--- src/rtl/port_pkg.sv ---
// shared constants and carrier types for the analog-pin digital port
// assumes one clock domain; all users write port_pkg::name
package port_pkg;
	localparam int PIN_COUNT = 8;
	localparam logic [PIN_COUNT-1:0] DIR_RESET = 8'h00;
	localparam logic [PIN_COUNT-1:0] OUT_RESET = 8'h00;
	localparam logic [PIN_COUNT-1:0] DIEN_RESET = 8'h00;
	localparam logic [PIN_COUNT-1:0] SYNC_RESET = 8'h00;
	localparam logic [PIN_COUNT-1:0] ALL_ONES = 8'hFF;
	localparam logic DIR_INPUT = 1'h0;
	localparam logic DIR_OUTPUT = 1'h1;

	// software-side view of the port, one bit per channel
	typedef struct packed {
		logic [PIN_COUNT-1:0] direction;
		logic [PIN_COUNT-1:0] out_value;
		logic [PIN_COUNT-1:0] dien;
	} port_cfg_t;

	// the three read views of the port
	typedef struct packed {
		logic [PIN_COUNT-1:0] conv_read;
		logic [PIN_COUNT-1:0] out_read;
		logic [PIN_COUNT-1:0] level_read;
	} port_rd_t;
endpackage : port_pkg

--- src/rtl/analog_pin_digital_port.sv ---
// digital input/output logic for pins shared with the analog converter
// assumes pins arrive asynchronously; pad drives analog rails from pin_o/pin_oe_o
`timescale 1ns/1ps

// Function
// - Each pin is chosen on its own as analog input, digital input or digital output.
// - Data and input enable sit on the converter side, direction, output and level on the port side.
// - Each pin has its own enable bit that switches its digital input buffer.
// - A direction bit of 0 makes the pin an input whose read views depend on its enable.
// - An enabled input pin reads its present sampled level.
// - A disabled input pin always reads as one.
// - A direction bit of 1 drives the pin with the last written output value.
// - A driven zero means analog ground and a driven one means analog supply.
// - The level view equals the converter data view for enabled input pins.
// - Input, output and analog uses interleave freely across the port.
module analog_pin_digital_port #(
	parameter int PIN_COUNT = port_pkg::PIN_COUNT
) (
	input wire logic clk_i, // system clock, 40 MHz
	input wire logic nrst_i, // async reset, active low
	input wire logic dir_we_i, // write strobe, direction
	input wire logic out_we_i, // write strobe, output value
	input wire logic dien_we_i, // write strobe, input enable
	input wire logic [PIN_COUNT-1:0] wdata_i, // write data
	input wire logic [PIN_COUNT-1:0] pin_i, // pin levels
	output logic [PIN_COUNT-1:0] pin_o, // driven level, 1 = supply
	output logic [PIN_COUNT-1:0] pin_oe_o, // high while pin driven
	output logic [PIN_COUNT-1:0] buf_en_o, // digital input buffer enable
	output logic [PIN_COUNT-1:0] converter_port_data_o, // converter data view
	output logic [PIN_COUNT-1:0] port_output_value_o, // port value view
	output logic [PIN_COUNT-1:0] port_input_level_o, // port level view
	output logic [PIN_COUNT-1:0] port_direction_o, // direction readback
	output logic [PIN_COUNT-1:0] digital_input_enable_o // enable readback
);
	// carrier structs are sized by the package, so a different width cannot be served
	if (PIN_COUNT != port_pkg::PIN_COUNT)
	begin : g_bad_width
		$error("PIN_COUNT must match the package width");
	end

	port_pkg::port_cfg_t cfg;
	logic [PIN_COUNT-1:0] level_sync;
	port_pkg::port_rd_t rd_r;
	port_pkg::port_rd_t rd_nxt;
	logic [PIN_COUNT-1:0] drv_r;
	logic [PIN_COUNT-1:0] drv_nxt;
	logic [PIN_COUNT-1:0] oe_r;
	logic [PIN_COUNT-1:0] oe_nxt;
	logic [PIN_COUNT-1:0] ben_r;
	logic [PIN_COUNT-1:0] dir_rb_r;
	logic [PIN_COUNT-1:0] dien_rb_r;

	// software configuration; bit n is channel n throughout
	port_cfg_regs #(
		.WIDTH(PIN_COUNT)
	) u_cfg (
		.clk_i(clk_i),
		.nrst_i(nrst_i),
		.dir_we_i(dir_we_i),
		.out_we_i(out_we_i),
		.dien_we_i(dien_we_i),
		.wdata_i(wdata_i),
		.cfg_o(cfg)
	);

	// pins are asynchronous, so two flops before any read view
	pin_sync #(
		.WIDTH(PIN_COUNT)
	) u_sync (
		.clk_i(clk_i),
		.nrst_i(nrst_i),
		.async_i(pin_i),
		.sync_o(level_sync)
	);

	// per-pin view of one bit; shared by all three read paths
	function automatic logic read_bit(input logic dir, input logic dien,
		input logic lvl, input logic outv);
		if (dir == port_pkg::DIR_OUTPUT)
			read_bit = outv; // output reads back its written value
		else if (dien)
			read_bit = lvl;
		else
			read_bit = 1'h1;
	endfunction : read_bit

	// read views, computed independently per pin
	always_comb
	begin
		rd_nxt = rd_r;
		for (int n = 0; n < PIN_COUNT; n++)
		begin
			rd_nxt.conv_read[n] = read_bit(cfg.direction[n], cfg.dien[n],
				level_sync[n], cfg.out_value[n]);
			rd_nxt.out_read[n] = read_bit(cfg.direction[n], cfg.dien[n],
				level_sync[n], cfg.out_value[n]);
			rd_nxt.level_read[n] = read_bit(cfg.direction[n], cfg.dien[n],
				level_sync[n], cfg.out_value[n]);
		end
	end

	// pad drive: level 1 is analog supply, 0 analog ground
	always_comb
	begin
		drv_nxt = cfg.out_value;
		oe_nxt = cfg.direction;
	end

	always_ff @(posedge clk_i or negedge nrst_i)
	begin
		if (!nrst_i)
		begin
			rd_r.conv_read <= port_pkg::ALL_ONES;
			rd_r.out_read <= port_pkg::ALL_ONES;
			rd_r.level_read <= port_pkg::ALL_ONES;
			drv_r <= port_pkg::OUT_RESET;
			oe_r <= port_pkg::DIR_RESET;
			ben_r <= port_pkg::DIEN_RESET;
			dir_rb_r <= port_pkg::DIR_RESET;
			dien_rb_r <= port_pkg::DIEN_RESET;
		end
		else
		begin
			rd_r <= rd_nxt;
			drv_r <= drv_nxt;
			oe_r <= oe_nxt;
			ben_r <= cfg.dien;
			dir_rb_r <= cfg.direction;
			dien_rb_r <= cfg.dien;
		end
	end

	// every output straight from a flop
	assign pin_o = drv_r;
	assign pin_oe_o = oe_r;
	assign buf_en_o = ben_r;
	assign converter_port_data_o = rd_r.conv_read;
	assign port_output_value_o = rd_r.out_read;
	assign port_input_level_o = rd_r.level_read;
	assign port_direction_o = dir_rb_r;
	assign digital_input_enable_o = dien_rb_r;
endmodule : analog_pin_digital_port

--- src/rtl/pin_sync.sv ---
// two-flop synchroniser for the pin levels
// assumes pin levels are asynchronous to clk_i
`timescale 1ns/1ps
module pin_sync #(
	parameter int WIDTH = 8
) (
	input wire logic clk_i, // system clock
	input wire logic nrst_i, // async reset, active low
	input wire logic [WIDTH-1:0] async_i, // raw pin levels
	output logic [WIDTH-1:0] sync_o // synchronised levels
);
	logic [WIDTH-1:0] meta_r;
	logic [WIDTH-1:0] sync_r;

	// first stage feeds only the second
	always_ff @(posedge clk_i or negedge nrst_i)
	begin
		if (!nrst_i)
		begin
			meta_r <= WIDTH'(0);
			sync_r <= WIDTH'(0);
		end
		else
		begin
			meta_r <= async_i;
			sync_r <= meta_r;
		end
	end

	assign sync_o = sync_r;
endmodule : pin_sync

--- src/rtl/port_cfg_regs.sv ---
// per-pin configuration registers written by software
// assumes write strobes come from logic on clk_i
`timescale 1ns/1ps
module port_cfg_regs #(
	parameter int WIDTH = 8
) (
	input wire logic clk_i, // system clock
	input wire logic nrst_i, // async reset, active low
	input wire logic dir_we_i, // direction write strobe
	input wire logic out_we_i, // output value write strobe
	input wire logic dien_we_i, // input enable write strobe
	input wire logic [WIDTH-1:0] wdata_i, // write data
	output port_pkg::port_cfg_t cfg_o // registered configuration
);
	// struct fields are package-sized; write data must match them bit for bit
	if (WIDTH != port_pkg::PIN_COUNT)
	begin : g_bad_width
		$error("WIDTH must match the package width");
	end

	port_pkg::port_cfg_t cfg_r;
	port_pkg::port_cfg_t cfg_nxt;

	// each field keeps its value unless its strobe is high
	always_comb
	begin
		cfg_nxt = cfg_r;
		if (dir_we_i)
			cfg_nxt.direction = wdata_i;
		if (out_we_i)
			cfg_nxt.out_value = wdata_i;
		if (dien_we_i)
			cfg_nxt.dien = wdata_i;
	end

	always_ff @(posedge clk_i or negedge nrst_i)
	begin
		if (!nrst_i)
		begin
			cfg_r.direction <= port_pkg::DIR_RESET;
			cfg_r.out_value <= port_pkg::OUT_RESET;
			cfg_r.dien <= port_pkg::DIEN_RESET;
		end
		else
			cfg_r <= cfg_nxt;
	end

	assign cfg_o = cfg_r;
endmodule : port_cfg_regs

--- config.mk ---
export PLATFORM = sky130hd
export DESIGN_NAME = analog_pin_digital_port
export DESIGN_NICKNAME = d
export VERILOG_FILES = /design/src/rtl/port_pkg.sv /design/src/rtl/analog_pin_digital_port.sv /design/src/rtl/pin_sync.sv /design/src/rtl/port_cfg_regs.sv
export SDC_FILE = /design/constraint.sdc
export NUM_CORES = 1
export LEC_CHECK = 0
export ABC_AREA = 1
export CAP_MARGIN = 20
export CORE_ASPECT_RATIO = 1.75
export CORE_UTILIZATION = 25
export DETAILED_ROUTE_END_ITERATION = 10
export DONT_BUFFER_PORTS = 1
export PLACE_DENSITY_LB_ADDON = 0.05
export RECOVER_POWER = 100
export SYNTH_ARGS = -nofsm -noshare
export SYNTH_HDL_FRONTEND = slang
export SYNTH_SLANG_ARGS = --single-unit
--- constraint.sdc ---
create_clock -name clk_i -period 1.2 [get_ports clk_i]
set_input_delay 0.12 -clock clk_i [delete_from_list [all_inputs] [get_ports clk_i]]
set_output_delay 0.12 -clock clk_i [all_outputs]
set_load 0.005 [all_outputs]
==> results.md <==
* Internal power at around 4.3 mW
* Grt ovf at 0
* Worst reg2reg path startpoint: u_cfg.cfg_o[23]
* Inserted Diodes at 0
* Clock root buffer: clkbuf_16
* Max_slew headroom at 0.4365
* Worst Setup SP: port_input_level_o[7]
* Yosys Warn Count at 0
* Mapped Nets at 240
* Post-DR wirelength/cell at about 13 µm
* Synth Area per Inst at between 10 and 15 µm²
* Reg clk slew, reported paths at 0.05 ns
* RSZ-0062 raised after global routing: no
* Total GRT Usage at 0.09781
* Pin slew with the least headroom to its limit at approximately 0.85 ns
* Hold/Removal Path Class: primary input to asynchronous set/reset pin
* Via count at approximately 1.3k
* Skew-Pair Late Insertion Delay at 0.32 ns
* RR Endpoint: u_cfg.cfg_o[23]
* Data arrival time of the worst path at approximately 0.9 ns
* Nets at between 200 and 250
* Hold Vio Cnt, Final at a little over 70
* CP max FO at 3
* Inserted Clock Buffers at 9
* Chip Width at slightly below 80 µm
* Initial core utilization at 0.2575
* CP startpoint kind: register
* Flop pwr share at 0.517
* Sw frac at 0.2202
* Port Buffers at 0
* Core Footprint at ~9800 µm²
* Initial antenna violation count at 0
* Fmax at 0.9640 GHz
* DR iter-0 viols at 40
* Synth async-reset ratio at 1.000
* Fin crit share at 0.8645
* Row Count at 48
* # H-tree levels at 3
* Max-cap violations at 0
* Power per Cell Area at between 1500 and 2000 nW/µm²
* Synthesized instance count at roughly 220
* Layout cells sized above 1 at 0.06364
* Comb pwr share at 0.038
* Ranking of synthesized cells by area: dfrtp_1 (63%), buf_4 (9.5%), dfstp_2 (8.3%), nand2_1 (8.3%), o21ai_0 (4.7%)
* Seq/Total Area, Yosys at 0.7144
* Top_reg_cell synth: dfrtp_1
* Setup-failing EPs final at 0
* Final GP Congestion at between 0.6 and 0.7
* Failing checks: hold timing
* CTS tree: done
* Fin Hold WS at -0.5107 ns
* First-pass detailed-route iteration total at 3
* Outcome: finished, violations left
* Clock share of power at 0.445
* Synth top cells by count: dfrtp_1 (64), nand2_1 (56), buf_4 (32), inv_1 (32), o21ai_0 (24)
* Number of synthesized register bits at 72
* Net Sw Power at 1.201 mW
* Setup crit end kind: primary output
* WP data required at 1.08 ns
* Count leader, synth: dfrtp_1
* Worst R2R Setup Slack at 0.50 ns
* Setup CP Type: register to primary output
* Synthesized area at between 2000 and 3000 µm²
* Via-per-instance ratio at 3.780
* DP HPWL at between 2000 and 3000 µm
* Global-route wire length before repair at roughly 7000 µm
* Synth-to-Final Area Change at 13.47%
* Die ar. at approximately 11000 µm²
* Ports at 85
* VDD IR max at roughly 770 µV
* Number of global-route vias before repair at ~1.4k
* Die extent in y at 135.2 µm
* ANT nets after route at 0
* Clock Sinks at 72
* Setup Total Neg Slack at 0 ns
* Drt drc at 0
* Routed wire length at around 4400 µm
* Final Slew Violations at 0
* P_leak at 1.376 nW
* Top-area cell type share of the netlist area at 0.6315
* Pwr Total at 5.453 mW
* Largest net degree at the start of global routing at 73
* Post-synth top area cell: dfrtp_1
* Synth cell types at 7
* Clock Skew at about 0.0036 ns
* Setup bufs post-CTS at 0
* Reg2Reg Depth at 2
* Min Tclk post-route at 1.037 ns
* EDFF count, synth at 0
* Clk buf depth at 2
[per-layer routing]
metal	part of all wire	GRT usage	wire [µm]
met5	0	0	0
met4	0.025	0.06790	110
met3	0.063	0.04377	276
met2	0.53	0.1613	2289
met1	0.38	0.09720	1675
[stage by stage]
stage	utilization	setup WS (ns)	cell area (µm²)	cells	hold slack (ns)
after floorplan	-	0.4554	2536	219	-0.1756
after global placement	0.2456	0.5326	2419	309	-0.1725
after detailed placement	0.2456	0.5268	2419	309	-0.1727
after CTS	0.2941	0.01229	2897	345	-0.5295
after global routing	0.2922	0.09765	2878	345	-0.5396
final	0.2922	0.1626	2878	345	-0.5107
[layout make-up]
type,count,area (µm²)
Fill cell,1055,6972
Tap cell,125,156.4
Clock inverter,3,17.52
Timing Repair Buffer,20,181.4
Multi-Input combinational cell,80,330.3
Clock buffer,13,260.3
Inverter,32,120.1
Sequential cell,72,1812
[worst max-delay path by stage]
stage | to | depth (start not counted) | slack (ns)
floorplan | port_input_level_o[0] | 1 | 0.46
global placement | converter_port_data_o[2] | 0 | 0.53
detailed placement | port_input_level_o[7] | 0 | 0.53
CTS | u_cfg.cfg_o[2] | 2 | 0.01
global route | converter_port_data_o[7] | 0 | 0.1
finish | port_input_level_o[7] | 0 | 0.16
[kinds of logic after synthesis]
kind of cell,count (synthesis),synth area share
flops,72,0.7144
buf+inv,67,0.1554
simple gates,56,0.08288
compound gates,24,0.04736
[power by group through the flow]
stage	registers [mW]	clock network [mW]	logic, mW
after floorplan	2.82	0	0.311
after global placement	2.88	0	0.126
after detailed placement	2.88	0	0.130
after CTS	2.84	2.55	0.221
after global routing	2.86	2.64	0.250
final	2.82	2.43	0.209
[state kept, by name, indices dropped and copies added, names as in the netlist]
| register | count |
|---|---|
| u_sync.sync_o | 8 |
| port_direction_o | 8 |
| digital_input_enable_o | 8 |
| u_cfg.cfg_o | 24 |
| pin_o | 8 |
| u_sync.meta_r | 8 |
| port_input_level_o | 8 |
[layout by cell type, fill, tap and decap left out, types with 2 or more instances in the layout]
cell / count
dfstp_1: 8
dlygate4sd3_1: 17
inv_1: 32
clkbuf_1: 5
clkbuf_8: 2
clkinv_2: 2
dfrtp_1: 64
nand2_1: 56
clkbuf_16: 9
o21ai_0: 24
[what timing repair did]
action                     in CTS  in global routing
resized for setup               0                  3
hold endpoints to repair      104                 73
hold buffers                   20                  1
setup endpoints to repair       0                 14
Note: power is estimated with default switching activity, not from simulation.
